===== src/pkg/stx_defs.vh =====
`ifndef STX_DEFS_VH
`define STX_DEFS_VH
// Register byte offsets
`define STX_CTRL_OFS 8'h00
`define STX_SYNC1_OFS 8'h04
`define STX_SYNC2_OFS 8'h08
`define STX_DATA_OFS 8'h0C
`define STX_CMD_OFS 8'h10
`define STX_STAT_OFS 8'h14
// Control fields
`define STX_CTRL_EN 0
`define STX_CTRL_CRCEN 1
`define STX_CTRL_BISYNC 2
`define STX_CTRL_POLY 3
`define STX_CTRL_AUTO 4
`define STX_CTRL_W 5
// Command fields
`define STX_CMD_RST_CRC 0
`define STX_CMD_RST_EOM 1
`define STX_CMD_RST_TXINT 2
`define STX_CMD_RST_EXT 3
// Status fields
`define STX_ST_BUFEMPTY 0
`define STX_ST_EOM 1
`define STX_ST_TXINT 2
`define STX_ST_EXTINT 3
`define STX_ST_BUFFULL 4
`define STX_ST_TXON 5
`define STX_ST_CRC 6
// Reset values
`define STX_CTRL_RST 5'h00
`define STX_SYNC_RST 8'h00
`define STX_CRC_RST 16'h0000
// Polynomials, shifted msb first
`define STX_POLY_CRC16 16'h8005
`define STX_POLY_SDLC 16'h1021
// Character kinds in the shift register
`define STX_K_IDLE 2'd0
`define STX_K_DATA 2'd1
`define STX_K_SYNC 2'd2
`define STX_K_CRC 2'd3
// Bits per character
`define STX_CHAR_BITS 4'd8
`endif


===== src/verilog/stx_sync_tx.v =====
// Function
// - Buffer-empty sets on move to shifter, clears on host buffer write.
// - Service request output tells DMA the buffer wants a character.
// - Shifter empty with no buffered character means transmit underrun.
// - Underrun sends syncs if latch set or last character not data, else CRC then syncs.
// - Reset sets the underrun/end-of-message latch, so idle syncs are default.
// - Automatically inserted syncs never enter the CRC.
// - Host may clear latch anytime; next underrun after a data character sends 16-bit CRC, syncs.
// - Underrun raises external/status interrupt whenever latch becomes set.
// - Sync-only end: transmit interrupt on first sync load, both bits set.
// - CRC end: latch set, empty clear during CRC, then set on sync.
// - CRC accumulates from first data character; host resets it first.
// - CRC inclusion sampled from enable when character enters shifter.
// - Disable finishes current data or sync character, then line marks.
// - Disable leaves a buffered character in place.
// - Disable during CRC completes 16 bits, syncs replacing remaining bits.
// - Bisync filler is always first sync word then second.
// - Reset-transmit-interrupt command clears it and stops requests till data.
// - Data loaded during CRC follows the CRC, with transmit interrupt.
// - Reset-external-status command drops the external/status interrupt.
// - Buffered characters are data even if they match sync patterns.
// - Transmit interrupt each time the buffer becomes empty.
// - Line held marking after reset or while transmitter is off.
// - CRC polynomial selectable, CRC-16 or SDLC, resets to zeros.
`timescale 1ns/1ps
`include "stx_defs.vh"

module stx_sync_tx (
  input wire pclk, // Bus and logic clock
  input wire presetn, // Async reset, active low
  input wire psel, // APB select
  input wire penable, // APB access phase
  input wire pwrite, // APB direction
  input wire [7:0] paddr, // APB byte address
  input wire [31:0] pwdata, // APB write data
  output reg [31:0] prdata, // APB read data
  output wire pready, // APB ready, no wait
  output wire pslverr, // APB error, unmapped
  input wire serial_tx_clock, // Transmit clock pin
  input wire tx_auto_enable, // Auto enable pin, high allows
  output wire serial_tx_data, // Serial data out
  output wire tx_service_request, // DMA request, high
  output wire tx_int_req, // Transmit interrupt pending
  output wire ext_int_req // External/status pending
);

  // Pin synchronisers and edge history
  reg sck_s1_q;
  reg sck_s2_q;
  reg sck_s3_q;
  reg aen_s1_q;
  reg aen_s2_q;

  // Software state
  reg [`STX_CTRL_W-1:0] ctrl_q;
  reg [7:0] sync1_q;
  reg [7:0] sync2_q;
  reg [7:0] buf_q;
  reg buf_full_q;
  reg buf_empty_q;
  reg eom_q;
  reg txint_q;
  reg extint_q;
  reg arm_q;

  // Shifter state
  reg [15:0] crc_q;
  reg [7:0] sr_q;
  reg [3:0] cnt_q;
  reg [1:0] kind_q;
  reg incl_q;
  reg crc2_pend_q;
  reg sync2_pend_q;
  reg crc_abort_q;
  reg txd_q;

  // Bus decode
  wire acc = psel & penable;
  wire wr = acc & pwrite;
  wire mapped = (paddr == `STX_CTRL_OFS) | (paddr == `STX_SYNC1_OFS) |
    (paddr == `STX_SYNC2_OFS) | (paddr == `STX_DATA_OFS) |
    (paddr == `STX_CMD_OFS) | (paddr == `STX_STAT_OFS);
  wire wr_ctrl = wr & (paddr == `STX_CTRL_OFS);
  wire wr_sync1 = wr & (paddr == `STX_SYNC1_OFS);
  wire wr_sync2 = wr & (paddr == `STX_SYNC2_OFS);
  wire wr_data = wr & (paddr == `STX_DATA_OFS);
  wire wr_cmd = wr & (paddr == `STX_CMD_OFS);
  wire cmd_rst_crc = wr_cmd & pwdata[`STX_CMD_RST_CRC];
  wire cmd_rst_eom = wr_cmd & pwdata[`STX_CMD_RST_EOM];
  wire cmd_rst_txint = wr_cmd & pwdata[`STX_CMD_RST_TXINT];
  wire cmd_rst_ext = wr_cmd & pwdata[`STX_CMD_RST_EXT];

  // Zero wait states keep the master simple
  assign pready = 1'b1;
  assign pslverr = acc & ~mapped;

  // Transmitter on: enable bit and, in auto mode, the pin
  wire bisync = ctrl_q[`STX_CTRL_BISYNC];
  wire tx_on = ctrl_q[`STX_CTRL_EN] &
    (~ctrl_q[`STX_CTRL_AUTO] | aen_s2_q);
  wire fall = sck_s3_q & ~sck_s2_q;
  wire [15:0] poly = ctrl_q[`STX_CTRL_POLY] ? `STX_POLY_SDLC :
    `STX_POLY_CRC16;

  wire [7:0] status = {1'b0, (kind_q == `STX_K_CRC), tx_on, buf_full_q,
    extint_q, txint_q, eom_q, buf_empty_q};

  // One serial CRC step, data bit in at the top
  function [15:0] crc_step;
    input [15:0] c;
    input b;
    input [15:0] p;
    begin
      crc_step = {c[14:0], 1'b0} ^ ((b ^ c[15]) ? p : 16'h0000);
    end
  endfunction

  // Choice of the next character at a boundary
  reg [1:0] ld_kind;
  reg [7:0] ld_char;
  reg ld_incl;
  always @* begin
    ld_kind = `STX_K_IDLE;
    ld_char = 8'hFF;
    ld_incl = 1'b0;
    if (crc2_pend_q) begin
      // Second CRC byte slot always goes, even when disabled; sync bits after an abort
      ld_kind = `STX_K_CRC;
      ld_char = crc_abort_q ? (bisync ? sync2_q : sync1_q) : crc_q[15:8];
    end else if (!tx_on) begin
      ld_kind = `STX_K_IDLE;
    end else if (sync2_pend_q) begin
      ld_kind = `STX_K_SYNC;
      ld_char = sync2_q;
    end else if (buf_full_q) begin
      // Buffered bytes are data whatever their value
      ld_kind = `STX_K_DATA;
      ld_char = buf_q;
      ld_incl = ctrl_q[`STX_CTRL_CRCEN];
    end else if (!eom_q && kind_q == `STX_K_DATA) begin
      ld_kind = `STX_K_CRC;
      ld_char = crc_q[7:0];
    end else begin
      ld_kind = `STX_K_SYNC;
      ld_char = sync1_q;
    end
  end

  // Disable during a CRC byte swaps its unsent bits for sync bits
  wire abort_now = (kind_q == `STX_K_CRC) & ~tx_on & ~crc_abort_q &
    (cnt_q != 4'd0);
  wire [7:0] sync_pick = crc2_pend_q ? sync1_q : (bisync ? sync2_q : sync1_q);
  wire [3:0] done_bits = `STX_CHAR_BITS - cnt_q;
  wire [7:0] sr_eff = abort_now ? (sync_pick >> done_bits) : sr_q;

  // Pin synchronisers
  always @(posedge pclk or negedge presetn) begin
    if (!presetn) begin
      sck_s1_q <= 1'b1;
      sck_s2_q <= 1'b1;
      sck_s3_q <= 1'b1;
      aen_s1_q <= 1'b0;
      aen_s2_q <= 1'b0;
    end else begin
      sck_s1_q <= serial_tx_clock;
      sck_s2_q <= sck_s1_q;
      sck_s3_q <= sck_s2_q;
      aen_s1_q <= tx_auto_enable;
      aen_s2_q <= aen_s1_q;
    end
  end

  // Read data captured in the setup phase
  always @(posedge pclk or negedge presetn) begin
    if (!presetn) begin
      prdata <= 32'h0000_0000;
    end else if (psel && !penable && !pwrite) begin
      case (paddr)
        `STX_CTRL_OFS: prdata <= {27'h000_0000, ctrl_q};
        `STX_SYNC1_OFS: prdata <= {24'h00_0000, sync1_q};
        `STX_SYNC2_OFS: prdata <= {24'h00_0000, sync2_q};
        `STX_STAT_OFS: prdata <= {24'h00_0000, status};
        default: prdata <= 32'h0000_0000;
      endcase
    end
  end

  // Plain configuration registers
  always @(posedge pclk or negedge presetn) begin
    if (!presetn) begin
      ctrl_q <= `STX_CTRL_RST;
      sync1_q <= `STX_SYNC_RST;
      sync2_q <= `STX_SYNC_RST;
    end else begin
      if (wr_ctrl) begin
        ctrl_q <= pwdata[`STX_CTRL_W-1:0];
      end
      if (wr_sync1) begin
        sync1_q <= pwdata[7:0];
      end
      if (wr_sync2) begin
        sync2_q <= pwdata[7:0];
      end
    end
  end

  // Character boundary on a transmit clock fall
  wire load = fall & (cnt_q == 4'd0);
  wire ld_data = load & (ld_kind == `STX_K_DATA);
  wire ld_crc1 = load & (ld_kind == `STX_K_CRC) & ~crc2_pend_q;
  wire ld_sync = load & (ld_kind == `STX_K_SYNC);
  wire first_sync = ld_sync & (kind_q == `STX_K_DATA || kind_q == `STX_K_CRC);

  // Buffer and status flags; hardware sets win over command clears
  always @(posedge pclk or negedge presetn) begin
    if (!presetn) begin
      buf_q <= 8'h00;
      buf_full_q <= 1'b0;
      buf_empty_q <= 1'b1;
      eom_q <= 1'b1;
      txint_q <= 1'b0;
      extint_q <= 1'b0;
      arm_q <= 1'b1;
    end else begin
      // A write in the load cycle refills the buffer, nothing lost
      if (wr_data) begin
        buf_q <= pwdata[7:0];
        buf_full_q <= 1'b1;
      end else if (ld_data) begin
        buf_full_q <= 1'b0;
      end
      // Empty status
      if (wr_data) begin
        buf_empty_q <= 1'b0;
      end else if (ld_data || first_sync) begin
        buf_empty_q <= 1'b1;
      end else if (ld_crc1) begin
        buf_empty_q <= 1'b0;
      end
      // Latch clears on command, sets when CRC starts
      if (ld_crc1) begin
        eom_q <= 1'b1;
      end else if (cmd_rst_eom) begin
        eom_q <= 1'b0;
      end
      // Transmit interrupt
      if (ld_data || first_sync) begin
        txint_q <= 1'b1;
      end else if (cmd_rst_txint) begin
        txint_q <= 1'b0;
      end
      // External/status interrupt on underrun with latch set
      if (ld_crc1 || (first_sync && kind_q == `STX_K_DATA)) begin
        extint_q <= 1'b1;
      end else if (cmd_rst_ext) begin
        extint_q <= 1'b0;
      end
      // Request arming
      if (wr_data) begin
        arm_q <= 1'b1;
      end else if (cmd_rst_txint) begin
        arm_q <= 1'b0;
      end
    end
  end

  // DMA asks only while enabled, empty and armed
  assign tx_service_request = tx_on & buf_empty_q & arm_q;
  assign tx_int_req = txint_q;
  assign ext_int_req = extint_q;
  assign serial_tx_data = txd_q;

  // Shifter, CRC accumulator and sequence flags
  always @(posedge pclk or negedge presetn) begin
    if (!presetn) begin
      crc_q <= `STX_CRC_RST;
      sr_q <= 8'hFF;
      cnt_q <= 4'd0;
      kind_q <= `STX_K_IDLE;
      incl_q <= 1'b0;
      crc2_pend_q <= 1'b0;
      sync2_pend_q <= 1'b0;
      crc_abort_q <= 1'b0;
      txd_q <= 1'b1;
    end else begin
      if (load) begin
        kind_q <= ld_kind;
        incl_q <= ld_incl;
        if (ld_kind == `STX_K_IDLE) begin
          txd_q <= 1'b1;
          sync2_pend_q <= 1'b0;
          crc_abort_q <= 1'b0;
        end else begin
          // First bit leaves at once, lsb first
          txd_q <= ld_char[0];
          sr_q <= {1'b1, ld_char[7:1]};
          cnt_q <= `STX_CHAR_BITS - 4'd1;
        end
        if (cmd_rst_crc) begin
          crc_q <= `STX_CRC_RST;
        end else if (ld_incl) begin
          crc_q <= crc_step(crc_q, ld_char[0], poly);
        end
        // Two-byte CRC sequencing
        if (ld_kind == `STX_K_CRC) begin
          crc2_pend_q <= ~crc2_pend_q;
        end else begin
          crc_abort_q <= 1'b0;
        end
        // Bisync pairs the two sync words
        if (ld_kind == `STX_K_SYNC) begin
          sync2_pend_q <= bisync & ~sync2_pend_q;
        end
      end else if (fall && cnt_q != 4'd0) begin
        txd_q <= sr_eff[0];
        sr_q <= {1'b1, sr_eff[7:1]};
        cnt_q <= cnt_q - 4'd1;
        if (abort_now) begin
          crc_abort_q <= 1'b1;
        end
        if (cmd_rst_crc) begin
          crc_q <= `STX_CRC_RST;
        end else if (incl_q) begin
          crc_q <= crc_step(crc_q, sr_eff[0], poly);
        end
      end else if (cmd_rst_crc) begin
        crc_q <= `STX_CRC_RST;
      end
    end
  end

endmodule // stx_sync_tx


===== config.mk =====
export PLATFORM = sky130hd
export DESIGN_NAME = stx_sync_tx
export DESIGN_NICKNAME = d
export VERILOG_FILES = /design/src/verilog/stx_sync_tx.v
export VERILOG_INCLUDE_DIRS = /design/src /design/src/pkg
export SDC_FILE = /design/constraint.sdc
export NUM_CORES = 1
export LEC_CHECK = 0
export ABC_AREA = 1
export CELL_PAD_IN_SITES_DETAIL_PLACEMENT = 2
export CELL_PAD_IN_SITES_GLOBAL_PLACEMENT = 2
export CORE_MARGIN = 2
export CORE_UTILIZATION = 38
export CTS_BUF_LIST = sky130_fd_sc_hd__clkbuf_8
export CTS_CLUSTER_SIZE = 24
export DETAILED_ROUTE_END_ITERATION = 10
export DONT_BUFFER_PORTS = 1
export PLACE_DENSITY = 0.89
export SYNTH_ARGS = -nofsm -noshare
export SYNTH_HDL_FRONTEND = slang
export SYNTH_SLANG_ARGS = --single-unit

===== constraint.sdc =====
create_clock -name pclk -period 3.11 [get_ports pclk]
set_clock_uncertainty 0.2 [all_clocks]
set_input_delay 0.4665 -clock pclk [delete_from_list [all_inputs] [get_ports pclk]]
set_output_delay 0.4665 -clock pclk [all_outputs]
set_load 0.03 [all_outputs]

==> impl_results.md <==
* Min cycle time layout at between 2 and 3 ns
* Sequential share of the synthesized area at approximately 42%
* Share of layout cells above drive strength 1 at 11.91%
* CTS max path bufs at 2
* Die Area at about 0.014 mm^2
* Mapped Area at between 0.004 and 0.005 mm^2
* CTS H-tree depth at 3
* First-pass GRT wire length at roughly 28 mm
* Total power at between 2 and 3 mW
* Synth Flop Type: dfrtp_1
* Psw at between 1 and 1.5 mW
* Mapped Cells at approximately 650
* Post-DR vias/cell at between 5 and 6
* Die X at around 120 um
* Post-CTS Hold Buffers at 4
* Int Power at around 1.8 mW
* Hold Fails Final Rpt at 0
* Adder-Cell Fraction of Synth Area at 0.2569%
* Post-synthesis cell type count at between 40 and 50
* Clk_lat worst skew at 0.40 ns
* DP Worst Slack at ~0.32 ns
* HPWL Detailed at 13.03 mm
* Clk pwr share at 30.3%
* Simple-gate share of the synthesized area at a little over a quarter
* Crit-path max FO at 16
* Multiplexer share of the synthesized area at 0.2312%
* Compound-Gate Fraction of Synth Area at roughly 18%
* Remaining antenna violation count at 0
* Non-Filler Instances at roughly 830
* Clock transition at path regs at ~0.10 ns
* WS Path Type: reg -> reg
* Syn avg cell area at between 7 and 8 um^2
* EDFF count, synth at 0
* Sequential fraction of design power at 45.0%
* CTS root buffer: clkbuf_8
* FMAX at 0.3568 GHz
* Largest net degree at the start of global routing at 83
* Post-synthesis xor/xnor area fraction at 0.1798%
* Final Cell Area at slightly above 0.005 mm^2
* RD Place Congestion at 0.9290
* Core ar. at approximately 0.013 mm^2
* Worst slew pin tran at between 0.5 and 0.6 ns
* Fin nets at 698
* Status: finished clean
* Leak pwr at roughly 2.3 nW
* Grt ovf at 0
* Max Slew Vio Count at 0
* Die Span Y at 117.2 um
* # DRC at 0
* Initial antenna violation count at 0
* Power density over the cells at roughly 550 mW/mm^2
* Worst setup EP type: register
* Final clock period utilization by the worst path at between 90% and 100%
* Postcts setup bufs at 0
* Largest family of logic cells by synthesized area: simple AND/OR/NAND/NOR gates
* # port buffers at 0
* Logic pwr share at between 20% and 30%
* Number of global-route vias before repair at between 5000 and 6000
* RSZ-0062 raised after global routing: false
* Initial core utilization at ~39%
* Maximum VDD drop at roughly 0.24 mV
* WL per Instance at 20.93 um
* Post-layout worst setup margin at slightly above 0.3 ns
* Cell total after placement at 807
* Worst Hold Class: in -> reg
* Iter 0 DRT Violations at ~230
* TritonCTS clock tree: done
* Drt pass-1 iters at 5
* Asr flop ratio synth at 100.0%
* Slowest cell on crit path: dfrtp_1
* Area after DPL at approximately 0.005 mm^2
* Sink Count at between 80 and 90
* Num rows at 41
* Fin Hold WS at between 0.04 and 0.05 ns
* Max-cap check violation count at 0
* Sw Share at a little under two fifths
* WP data required at ~3.2 ns
* Cts bufs inserted at 9
* Slowest Stage Delay on Critical Path at approximately 0.54 ns
* Synth warn at 0
* Post-CTS Resized at 0
* Final wirelength at 17.31 mm
* Crit start category: register
* IO Count at 85
* Worst-path cell chain: inv_2, ha_1, nand3_2, inv_2, nor2_4, inv_2, o21ai_2, inv_2, nand2_1, buf_4, nand2_1, inv_1, a21oi_1
* Slew margin rel. at about three fifths
* Final setup fails at 0
* Final core utilization at 41.37%
* Arrival time of the worst setup path at slightly below 3 ns
* # diodes at 0
* Setup TNS at 0 ns
* Via count at approximately 4600
* Synthesized flop and latch total at 82
* CP most frequent cell: inv_2
* GRT Resource Usage Total at between 20 and 30%
* Synth-to-layout area growth at 6.756%
[power by group through the flow]
stage | registers, mW | logic, mW | clock network (mW)
detailed placement | 1.32 | 0.675 | 0
global placement | 1.31 | 0.638 | 0
global route | 1.31 | 0.786 | 0.921
finish | 1.30 | 0.712 | 0.875
floorplan | 1.28 | 0.542 | 0
CTS | 1.30 | 0.712 | 0.888
[cells by family (layout without fill, tap and decap cells)]
family | count (synthesis) | in the layout
and+or+nand+nor | 288 | 288
AOI/OAI and AO/OA | 150 | 150
buffers and inverters | 128 | 107
DFF | 82 | 82
other | 2 | 25
adders and majority gates | 1 | 1
xor gates and xnor gates | 1 | 1
muxes | 1 | 1
[worst paths after layout]
check / startpoint / end / slack (ns) / depth (start not counted)
max: cnt_q[0]$_DFFE_PN0P_ / crc_q[2]$_DFFE_PN0P_ / 0.31 / 13
min: pwdata[7] / sync1_q[7]$_DFFE_PN0P_ / 0.04 / 2
max reg2reg: cnt_q[0]$_DFFE_PN0P_ / crc_q[2]$_DFFE_PN0P_ / 0.31 / 13
min reg2reg: aen_s1_q$_DFF_PN0_ / aen_s2_q$_DFF_PN0_ / 0.16 / 0
max in group asynchronous: presetn / sr_q[5]$_DFFE_PN1P_ / 1.92 / 2
min in group asynchronous: presetn / buf_q[3]$_DFFE_PN0P_ / 0.43 / 2
[sequential cells by signal, summed over array words and instances (netlist names), 2 cells and up]
register  cells
prdata        8
sync2_q       8
crc_q        16
buf_q         8
cnt_q         4
sr_q          7
ctrl_q        5
sync1_q       8
kind_q        2
[worst max-delay path, delay by kind of cell, from the launching register on]
family	cells	cell delay (ns)
compound gates	2	0.32
fa+ha+maj	1	0.28
simple gates	4	0.55
buf+inv	6	0.79
flops	1	0.54
[layer usage]
metal / share of wire [%] / track usage [%] / up-vias
met5: 0 / 0 / -
met4: 2.7 / 10.90 / 0
met3: 5.3 / 4.377 / 30
met2: 49 / 46.59 / 103
met1: 43 / 33.70 / 2348
li1: - / - / 2128
[area by class of cell]
cell class | instances | area (um^2)
Tap cell | 172 | 215.2
Clock inverter | 6 | 73.82
Inverter | 79 | 296.5
Sequential cell | 82 | 2069
Clock buffer | 10 | 137.6
Multi-Input combinational cell | 466 | 2290
Fill cell | 1474 | 7368
Timing Repair Buffer | 12 | 117.6
[cell usage after synthesis, types with 3 or more instances]
cell | instances | area (um^2)
clkbuf_1 | 12 | 45.04
nand3_2 | 8 | 80.08
dfrtp_1 | 68 | 1702
o22ai_1 | 8 | 50.05
o21ai_1 | 10 | 50.05
o21ai_0 | 66 | 330.3
a31oi_1 | 4 | 25.02
nor3_1 | 3 | 15.01
a221oi_1 | 7 | 61.31
nor2_1 | 42 | 157.7
o211ai_1 | 9 | 67.56
nor2_2 | 4 | 25.02
inv_1 | 59 | 221.5
or2_1 | 4 | 25.02
nor2_4 | 3 | 33.78
buf_2 | 10 | 50.05
inv_2 | 19 | 71.32
nand3_1 | 64 | 320.3
nand2_1 | 145 | 544.3
buf_4 | 26 | 195.2
nand4_1 | 10 | 62.56
dfstp_2 | 14 | 367.9
a21oi_1 | 31 | 155.2
o32ai_1 | 6 | 52.55
[layout by cell type, fill, tap and decap left out, types with 2 or more instances in the layout]
| master | count |
|---|---|
| nand2_2 | 2 |
| nor2_2 | 4 |
| dlygate4sd3_1 | 3 |
| clkbuf_8 | 10 |
| buf_4 | 8 |
| o22ai_1 | 8 |
| nor2_4 | 3 |
| inv_2 | 19 |
| inv_1 | 59 |
| o211ai_1 | 9 |
| dfrtp_1 | 68 |
| o31ai_1 | 2 |
| a32oi_1 | 2 |
| nand3_2 | 8 |
| nor3_1 | 3 |
| nand2_1 | 145 |
| a221oi_1 | 7 |
| nor2_1 | 42 |
| nand4_1 | 10 |
| o21ai_0 | 66 |
| or2_1 | 4 |
| clkinvlp_4 | 2 |
| o32ai_1 | 6 |
| conb_1 | 25 |
| dfstp_2 | 14 |
| a31oi_1 | 4 |
| nand3_1 | 64 |
| a21oi_1 | 31 |
| o21ai_1 | 10 |
Note: power is estimated with default switching activity, not from simulation.
